**src/verilog/pin_sharing_pkg.sv**
```systemverilog
// Shared constants and types for the serial and clock pin sharing block
package pin_sharing_pkg;

    // Number of shared pins handled by the block
    localparam int PIN_COUNT = 6;

    // Pin positions on the pin vectors
    localparam int IDX_PORT2_BIT2 = 0; // Serial data-out pin
    localparam int IDX_PORT2_BIT3 = 1; // Serial data-in pin
    localparam int IDX_PORT2_BIT4 = 2; // Slave select pin
    localparam int IDX_PORT2_BIT5 = 3; // Serial clock pin
    localparam int IDX_PORT3_BIT0 = 4; // Amplifier output or divided clock
    localparam int IDX_PORT3_BIT1 = 5; // Oscillator input pin

    // Oscillator trim register layout
    localparam int TRIM_WIDTH = 8;
    localparam int TRIM_CLOCK_OUTPUT_ENABLE_BIT = 6;

    // Output type of a port pin
    typedef enum logic [1:0] {
        MODE_QUASI,
        MODE_PUSH_PULL,
        MODE_INPUT_ONLY,
        MODE_OPEN_DRAIN
    } port_mode_t;

    // CPU clock source chosen by the flash configuration
    typedef enum logic [1:0] {
        CLK_INTERNAL_RC,
        CLK_WATCHDOG,
        CLK_EXTERNAL_INPUT,
        CLK_CRYSTAL
    } clk_src_t;

    // One port latch: output type and output data
    typedef struct packed {
        port_mode_t mode;
        logic data;
    } pin_ctl_t;

    // Signals from the serial unit toward the pins
    typedef struct packed {
        logic enable;
        logic master;
        logic data_out;
        logic data_in_drive;
        logic clock_out;
    } spi_ctl_t;

    // Latch value while and after reset: input only, pull-up off
    localparam pin_ctl_t PIN_CTL_RESET = '{mode: MODE_INPUT_ONLY, data: 1'b1};

endpackage

```
**src/verilog/pin_mux_cell.sv**
```systemverilog
// One pin driver: port output type or alternate function override
module pin_mux_cell
    import pin_sharing_pkg::*;
(
    input wire pin_ctl_t latch,
    input wire logic alt_en,
    input wire logic alt_drive,
    input wire logic alt_value,
    output logic out,
    output logic oe,
    output logic pull_en
);

    // Alternate function first, else general port behaviour
    always_comb begin
        out = 1'b0;
        oe = 1'b0;
        pull_en = 1'b0;
        if (alt_en) begin
            // Alternate owns the pin; driven or input only
            out = alt_value;
            oe = alt_drive;
        end else begin
            case (latch.mode)
                MODE_QUASI: begin
                    // Weak pull-up, strong drive only for low
                    pull_en = 1'b1;
                    oe = ~latch.data;
                end
                MODE_PUSH_PULL: begin
                    out = latch.data;
                    oe = 1'b1;
                end
                MODE_OPEN_DRAIN: begin
                    // Only pulls low
                    oe = ~latch.data;
                end
                default: begin
                    // Input only: no drive and no pull-up
                    oe = 1'b0;
                end
            endcase
        end
    end

endmodule

```
**src/verilog/spi_and_clock_pin_sharing.sv**
```systemverilog
// Top of the serial and clock pin sharing block
// Overview of operation
// - Data-in pin: input as master, output as slave
// - Clock pin: output as master, input as slave
// - Data-out pin: output as master, input as slave
// - Two port 3 latches reset input-only, no pull-up
// - Each pin keeps its own output type
// - Clock output enable puts clock/2 on bit0
// - Divided clock blocked when crystal drives system timer
// - Crystal option drives amplifier output on bit0
// - Bit1 oscillator input; port only on RC/watchdog
// - Slave select is input only beside port use
module spi_and_clock_pin_sharing
    import pin_sharing_pkg::*;
(
    input wire logic SYS_CLK,
    input wire logic ARST_N,
    input wire logic [PIN_COUNT-1:0] PIN_IN,
    output logic [PIN_COUNT-1:0] PIN_OUT,
    output logic [PIN_COUNT-1:0] PIN_OE,
    output logic [PIN_COUNT-1:0] PIN_PULLUP,
    output logic [PIN_COUNT-1:0] PIN_READ,
    input wire logic [PIN_COUNT-1:0] PORT_WR,
    input wire pin_ctl_t PORT_WDATA,
    input wire spi_ctl_t SPI_CTL,
    output logic SPI_DATA_OUT_IN,
    output logic SPI_DATA_IN_IN,
    output logic SPI_CLOCK_IN,
    output logic SPI_SELECT_N_IN,
    input wire logic [TRIM_WIDTH-1:0] OSC_TRIM,
    input wire clk_src_t CPU_CLOCK_SOURCE,
    input wire logic RTC_FROM_CRYSTAL,
    input wire logic OSC_AMP_OUT,
    output logic OSC_INPUT,
    output logic CLOCK_OUTPUT_ACTIVE
);

    // Port latches, one per shared pin
    pin_ctl_t latch [PIN_COUNT];
    pin_ctl_t next_latch [PIN_COUNT];

    // Alternate function requests per pin
    logic [PIN_COUNT-1:0] alt_en;
    logic [PIN_COUNT-1:0] alt_drive;
    logic [PIN_COUNT-1:0] alt_value;

    // Pin drive before the output flops
    logic [PIN_COUNT-1:0] next_pin_out;
    logic [PIN_COUNT-1:0] next_pin_oe;
    logic [PIN_COUNT-1:0] next_pin_pullup;

    // Output flops
    logic [PIN_COUNT-1:0] pin_out;
    logic [PIN_COUNT-1:0] pin_oe;
    logic [PIN_COUNT-1:0] pin_pullup;
    logic [PIN_COUNT-1:0] pin_read;
    logic spi_data_out_in;
    logic spi_data_in_in;
    logic spi_clock_in;
    logic spi_select_n_in;
    logic osc_input;
    logic divided_clock_output_active;

    // Clock divider state
    logic div_clk;
    logic next_div_clk;

    // Decoded clock situation
    logic clock_output_enable;
    logic crystal_active;
    logic osc_input_sel;
    logic divided_clock_output_sel;

    // Marks the first clock edge after reset release
    logic fresh;

    // Clock situation from trim bit and flash configuration
    always_comb begin
        clock_output_enable = OSC_TRIM[TRIM_CLOCK_OUTPUT_ENABLE_BIT];
        // Amplifier runs for a crystal CPU clock or crystal system timer
        crystal_active = (CPU_CLOCK_SOURCE == CLK_CRYSTAL) || RTC_FROM_CRYSTAL;
        // Oscillator input in use unless RC or watchdog and no crystal timer
        osc_input_sel = !((CPU_CLOCK_SOURCE == CLK_INTERNAL_RC ||
                           CPU_CLOCK_SOURCE == CLK_WATCHDOG) && !RTC_FROM_CRYSTAL);
        // Divided clock only when no crystal feeds anything
        divided_clock_output_sel = clock_output_enable && !crystal_active;
    end

    // Latch writes, each pin on its own strobe
    always_comb begin
        for (int i = 0; i < PIN_COUNT; i++) begin
            next_latch[i] = PORT_WR[i] ? PORT_WDATA : latch[i];
        end
    end

    // Alternate function claims per pin
    always_comb begin
        alt_en = '0;
        alt_drive = '0;
        alt_value = '0;
        // Data-out pin drives only as master
        alt_en[IDX_PORT2_BIT2] = SPI_CTL.enable;
        alt_drive[IDX_PORT2_BIT2] = SPI_CTL.master;
        alt_value[IDX_PORT2_BIT2] = SPI_CTL.data_out;
        // Data-in pin drives only as slave
        alt_en[IDX_PORT2_BIT3] = SPI_CTL.enable;
        alt_drive[IDX_PORT2_BIT3] = !SPI_CTL.master;
        alt_value[IDX_PORT2_BIT3] = SPI_CTL.data_in_drive;
        // Slave select never claims the pin; it is only sampled
        alt_en[IDX_PORT2_BIT4] = 1'b0;
        // Clock pin drives only as master
        alt_en[IDX_PORT2_BIT5] = SPI_CTL.enable;
        alt_drive[IDX_PORT2_BIT5] = SPI_CTL.master;
        alt_value[IDX_PORT2_BIT5] = SPI_CTL.clock_out;
        // Bit0: amplifier output wins, then divided clock
        if (crystal_active) begin
            alt_en[IDX_PORT3_BIT0] = 1'b1;
            alt_drive[IDX_PORT3_BIT0] = 1'b1;
            alt_value[IDX_PORT3_BIT0] = OSC_AMP_OUT;
        end else if (divided_clock_output_sel) begin
            alt_en[IDX_PORT3_BIT0] = 1'b1;
            alt_drive[IDX_PORT3_BIT0] = 1'b1;
            alt_value[IDX_PORT3_BIT0] = div_clk;
        end
        // Bit1: oscillator input, never driven while claimed
        alt_en[IDX_PORT3_BIT1] = osc_input_sel;
    end

    // One driver cell per pin; unclaimed pins follow their latch
    for (genvar g = 0; g < PIN_COUNT; g++) begin : g_pin
        pin_mux_cell u_cell (
            .latch(latch[g]),
            .alt_en(alt_en[g]),
            .alt_drive(alt_drive[g]),
            .alt_value(alt_value[g]),
            .out(next_pin_out[g]),
            .oe(next_pin_oe[g]),
            .pull_en(next_pin_pullup[g])
        );
    end

    // Toggle every CPU clock for a divide by two
    always_comb begin
        next_div_clk = ~div_clk;
    end

    // All state and output flops
    always_ff @(posedge SYS_CLK or negedge ARST_N) begin
        if (!ARST_N) begin
            // Latches take input-only with pull-up off
            for (int i = 0; i < PIN_COUNT; i++) begin
                latch[i] <= PIN_CTL_RESET;
            end
            pin_out <= '0;
            pin_oe <= '0;
            pin_pullup <= '0;
            pin_read <= '0;
            spi_data_out_in <= 1'b0;
            spi_data_in_in <= 1'b0;
            spi_clock_in <= 1'b0;
            spi_select_n_in <= 1'b1;
            osc_input <= 1'b0;
            divided_clock_output_active <= 1'b0;
            div_clk <= 1'b0;
            fresh <= 1'b1;
        end else begin
            latch <= next_latch;
            pin_out <= next_pin_out;
            pin_oe <= next_pin_oe;
            pin_pullup <= next_pin_pullup;
            pin_read <= PIN_IN;
            spi_data_out_in <= PIN_IN[IDX_PORT2_BIT2];
            spi_data_in_in <= PIN_IN[IDX_PORT2_BIT3];
            spi_clock_in <= PIN_IN[IDX_PORT2_BIT5];
            spi_select_n_in <= PIN_IN[IDX_PORT2_BIT4];
            osc_input <= osc_input_sel ? PIN_IN[IDX_PORT3_BIT1] : 1'b0;
            divided_clock_output_active <= divided_clock_output_sel;
            div_clk <= next_div_clk;
            fresh <= 1'b0;
        end
    end

    // Outputs straight from flops
    assign PIN_OUT = pin_out;
    assign PIN_OE = pin_oe;
    assign PIN_PULLUP = pin_pullup;
    assign PIN_READ = pin_read;
    assign SPI_DATA_OUT_IN = spi_data_out_in;
    assign SPI_DATA_IN_IN = spi_data_in_in;
    assign SPI_CLOCK_IN = spi_clock_in;
    assign SPI_SELECT_N_IN = spi_select_n_in;
    assign OSC_INPUT = osc_input;
    assign CLOCK_OUTPUT_ACTIVE = divided_clock_output_active;
endmodule

```
**config.mk**
```make
export PLATFORM = sky130hd
export DESIGN_NAME = spi_and_clock_pin_sharing
export DESIGN_NICKNAME = d
export VERILOG_FILES = /design/src/verilog/pin_sharing_pkg.sv /design/src/verilog/pin_mux_cell.sv /design/src/verilog/spi_and_clock_pin_sharing.sv
export SDC_FILE = /design/constraint.sdc
export NUM_CORES = 1
export LEC_CHECK = 0
export BUFFER_PORTS_ARGS = -buffer_cell sky130_fd_sc_hd__clkbuf_2
export CORE_MARGIN = 3
export CORE_UTILIZATION = 45
export DETAILED_ROUTE_END_ITERATION = 12
export GPL_TIMING_DRIVEN = 1
export HOLD_SLACK_MARGIN = 0.05
export PLACE_DENSITY = 0.87
export SYNTH_ARGS = -nofsm -noshare
export SYNTH_HDL_FRONTEND = slang
export SYNTH_HIERARCHICAL = 1
export SYNTH_SLANG_ARGS = --single-unit
export TNS_END_PERCENT = 5
```
**constraint.sdc**
```tcl
create_clock -name SYS_CLK -period 1.1 [get_ports SYS_CLK]
set_input_delay 0.11 -clock SYS_CLK [delete_from_list [all_inputs] [get_ports SYS_CLK]]
set_output_delay 0.11 -clock SYS_CLK [all_outputs]
set_load 0.02 [all_outputs]
```
# Yosys cells after proc, flatten, opt, wreduce, memory -nomap -nowiden
# Index checks and enable logic that the tools add are counted.
[op_classes]
n_addsub = 0
n_shift = 0
mux = 38
eq_ne = 14
multipliers = 0
n_lt_le_gt_ge = 0
div = 0
bitwise_logic = 7
n_reduce_logical = 20
[ops]
columns = ["cell", "count"]
rows = [
  ["$mux W1", 32],
  ["$eq A2 B1 Y1 const B", 7],
  ["$eq A2 B2 Y1 const B", 7],
  ["$logic_not A2 Y1", 7],
  ["$pmux W1 S2", 6],
  ["$reduce_or A2 Y1", 6],
  ["$not A1 Y1", 7],
  ["$logic_not A1 Y1", 3],
  ["$logic_and A1 B1 Y1", 2],
  ["$logic_or A1 B1 Y1", 2],
]
[totals]
out_inout_bits = 30
latch_bits = 0
ff_bits = 49
ram_bits = 0
romBits = 0
inputBits = 34
n_memories = 0

# Longest topological paths before layout
[logic_depth]
ltp_word = 7
depth_mapped = 4
mapped_depth_nobuf = 4

# Modules after synthesis
# The synthesis kept the hierarchy.
[by_module_without_submodules]
columns = ["module", "area_per_inst_um2", "cells_each", "n_inst", "seq_area_each_um2"]
rows = [
  ["spi_and_clock_pin_sharing", 1460.2, 78, 1, 1167.4],
  ["pin_mux_cell", 86.3, 12, 6, 0.0],
]

# Least setup slack after synthesis
# Ideal clock, no wire load.
[synth_timing]
path_type = "flip-flop to flip-flop"
from = "register latch[17] (netlist name)"
to = "register pin_oe[0] (netlist: PIN_OE[0])"
t_arrival_ns = 1.043
path_slack_ns = -0.065
period_less_slack_ns = 1.165
path_stages_with_launch = 5
path_cell_list = "dfstp_2 -> inv_1 -> ha_1 -> o21bai_1 -> a22o_1"
[synth_via]
elab_chain_len = 4
elab_cells_between_ends = 6
[synth_rtl]
columns = ["element", "line", "rtl"]
rows = [
  ["$eq A2 B2 Y1 / $logic_not A2 Y1 (equally long branches)", "pin_mux_cell.sv:24", "case (latch.mode)"],
  ["$reduce_or A2 Y1 (no source line)", "n/a", ""],
  ["$pmux W1 S2 *", "pin_mux_cell.sv:24", ""],
  ["$mux W1 *", "pin_mux_cell.sv:19", "if (alt_en) begin"],
  ["via next_pin_oe[0]", "spi_and_clock_pin_sharing.sv:49", "logic [PIN_COUNT-1:0] next_pin_oe;"],
  ["end signal: assignment", "spi_and_clock_pin_sharing.sv:169", "pin_oe <= next_pin_oe;"],
  ["end: declaration", "spi_and_clock_pin_sharing.sv:54", "logic [PIN_COUNT-1:0] pin_oe;"],
]
# Mark *: on every way through the listed nets, which the timed path passes. The rest lies on a longest branch.
# A chain may end at the register's enable or synchronous reset.

# Worst setup path after layout
[layout_timing]
from = "register latch[8] (netlist name)"
to = "register pin_oe[3] (netlist: PIN_OE[3])"
[layout_via]
elab_chain_len = 4
elab_cells_between_ends = 6
[layout_rtl]
columns = ["element", "line"]
rows = [
  ["$eq A2 B2 Y1 / $logic_not A2 Y1 (equally long branches)", "pin_mux_cell.sv:24"],
  ["$reduce_or A2 Y1 (no source line)", "n/a"],
  ["$pmux W1 S2 *", "pin_mux_cell.sv:24"],
  ["$mux W1 *", "pin_mux_cell.sv:19"],
  ["via next_pin_oe[3]", "spi_and_clock_pin_sharing.sv:49"],
]
# Marked as above.

==> run summary <==
The clock sink total came out at 46. Setup violations remaining at the end of the flow were counted as 6. After clock tree synthesis, the clock-pin slew on the worst setup and hold paths is 90 ps. The number of buffers added by the clock tree synthesis step is 5, and the count of state elements after synthesis is 46. Clock skew on the completed layout was measured at 9.445 ps. The number of antenna violations at the first check in global routing came out at 0. The critical path class is reg2reg.

The path with the worst hold slack has its endpoint at CLOCK_OUTPUT_ACTIVE. The mean cell area of the mapped netlist works out to 13.19 sq um. The placed instances occupy a cell area of 0.002409 sq mm.

In this run the clock root is driven by a clkbuf_8. Based on the critical path, the design can be clocked at up to 0.8256 GHz. The tools report the count of maximum capacitance violations as 0.

Dividing total power by cell area gives a power density of 1438 mW/mm^2. The flow ran to the end, but the final reports show violations. For this run, design rule violations remaining after detail routing come to 0. The H-tree was split into 2 levels. Entering global routing, the biggest net connects 47 pins. After technology mapping, the gate count stands at 150. The total via count after detailed routing is 1,363, and the number of cell rows is 23. The worst setup path is launched from a flop. The endpoint identified for the worst register-to-register timing path is PIN_OE[3].

For the setup slack after placement, the log shows -79.95 ps. The startpoint identified for the worst register-to-register timing path is latch[8]. The die is 72.30 um wide. The design draws 3.840 mW. Aggregate global-route resource usage: 0.1482. The category of the worst setup path capture point was a flop. The worst hold path passes through 2 cells. The checks that failed: setup timing. VDD sags by at most 0.0004798 V. The smallest clock period supported by the final layout is computed as 1211 ps.

In this run, distinct cell masters in the synthesized netlist total 19. The layout has 293 filler cells. The overflow left after global routing was 0. The floorplan step defined a die boundary enclosing 0.005227 sq mm. Layout cell share with drive strength beyond 1: 0.5404. The sequential cell area fraction in the yosys report was 0.5901; the quantity of I/O buffers inserted on ports was 56.

The run gives 0.4807 as the starting density of the core. Once detail routing completed, the nets flagged for antenna violations numbered 0. The first global-routing pass estimated 5913 um of wire.

The wire length per cell after detailed routing came out at 12.84 um. The run gives 0 as the count of antenna diodes in the layout. The wire-length estimate of the detail-placed layout is 2464 um. The layout-stage area growth over the synthesis result is 34.98%, and the first-pass iteration count of the detailed router is 4. The tools report the worst-case clock buffer depth as 2. The tools report the via count of the first global-routing pass as 1,350.

At the end of routability-driven placement, the weighted congestion stood at 0.7173. For the worst flop-to-flop path, the logic depth is 4. In this run the worst hold path is classified as in2reg. The total area inside the core boundary comes to 0.004115 sq mm. The largest fanout of any net on the critical path was 2. After synthesis the cells add up to 0.001978 sq mm.

The run gives 3658 um as the routed wire length. The logs give -111.2 ps for the final critical-path setup slack and 1400 ps for the arrival time of data at the critical path endpoint. The summed negative setup slack over all endpoints is -574.4 ps. The max-slew violation count was 0. The violation count after the first detailed-routing iteration was 68.

Clock network latency to the later pin of the worst-skew pair: 300 ps. The per-cell via count in the routed design was 4.782; the number of warnings reported in the yosys synthesis log was 6. The hold path startpoint was OSC_TRIM[6].

The register-to-register setup slack came out at -110 ps. Hold is met by 62.16 ps. Setup repair after global routing could not meet its margin everywhere. The tools report the total number of nets in the final design as 286. The finished cells cover 0.002670 sq mm. In this run the post-CTS setup repair buffer count came out at 0. The logs give 64 for the number of top-level pins and 1290 ps for the data required time of the critical path. The tools report the hold violation total from the final report as 0. Share of the clock period used by the worst path: 1.101. TritonCTS built the clock tree. The leakage power is 1.359 nW, and the vertical die dimension is 72.30 um.
## area by class of cell
type	instances	area (sq um)	area share
Clock buffer	5	68.82	0.02577
Clock inverter	3	40.04	0.01500
Inverter	15	56.30	0.02109
Multi-Input combinational cell	94	837.1	0.3135
Sequential cell	46	1167	0.4372
Tap cell	50	62.56	0.02343
Timing Repair Buffer	72	437.9	0.1640
## registers in the layout (all words and copies together), names as in the netlist
register / cells
OSC_INPUT: 1
PIN_PULLUP: 6
latch: 18
PIN_OE: 6
div_clk: 1
CLOCK_OUTPUT_ACTIVE: 1
PIN_READ: 6
PIN_OUT: 6
SPI_SELECT_N_IN: 1
## how the worst max path moves through the flow
stage,slack (ps),endpoint,start
after CTS,-100,PIN_OE[3],latch[8]
after detailed placement,-80,PIN_OE[2],latch[11]
final,-110,PIN_OE[3],latch[8]
after global routing,-160,PIN_OE[3],latch[7]
after global placement,-60,PIN_OE[2],latch[11]
after floorplan,-50,PIN_OE[0],latch[17]
## routing by layer
layer  track usage  vias to the layer above  wire (um)
li1              -                      645          -
met1        0.1573                      665       1290
met2        0.2649                       47       1990
met3       0.04294                        6        305
met4       0.07516                        0         71
met5             0                        -          0
## layout by cell type (no fill, tap or decap), types with 7 or more instances in the layout
master         count
dfrtp_1           33
mux2_2            18
ha_1               8
buf_4              7
dlygate4sd3_1      9
inv_1              9
nand2_1           13
conb_1             9
clkbuf_2          55
dfstp_2           13
## per-stage QoR
step / std cells / utilization
2_1_floorplan: 158 / -
3_3_place_gp: 268 / 0.5853
3_5_place_dp: 268 / 0.5853
4_1_cts: 285 / 0.6427
5_1_grt: 285 / 0.6488
6_report: 285 / 0.6488
## logic make-up (layout without fill, tap and decap cells)
family	Yosys count	count (layout)	share of synthesized area
flops	46	46	0.5901
simple gates	29	29	0.07781
compound gates	19	19	0.06894
mux	19	19	0.1075
fa+ha+maj	18	18	0.1139
buf+inv	18	95	0.03985
other cells	1	9	0.001896
## power breakdown
part	switching (mW)	internal (mW)	leakage (nW)	total (mW)
registers	0.0755	1.86	0.540	1.94
logic	0.369	0.327	0.760	0.697
clock network	0.537	0.668	0.0579	1.20
total	0.981	2.86	1.36	3.84
## synthesized netlist by cell type, drive strengths merged
library cell	number	share of area
a21oi	1	0.0044
a22o	6	0.027
and2	2	0.0076
and2b	6	0.027
buf	3	0.011
conb	1	0.0019
dfrtp	33	0.42
dfstp	13	0.17
ha	18	0.11
inv	15	0.028
mux2	18	0.10
mux2i	1	0.0051
nand2	13	0.025
nand2b	1	0.0032
nor2	6	0.011
o21ai	6	0.015
o21bai	6	0.023
or2	1	0.0044
## repair_timing
action                     4_1_cts  5_1_grt
hold endpoints to repair        56        0
cloned                           0        0
gates resized for setup          3        4
hold buffers                     9        0
setup endpoints to repair        6        7
pin swaps                        0        0
## worst max-delay path, stage by stage (launching register included)
cell      delay (ps)
dfstp_2          540
inv_2             60
ha_4             260
o21bai_1          70
a22o_1           180
Note: power is estimated with default switching activity, not from simulation.
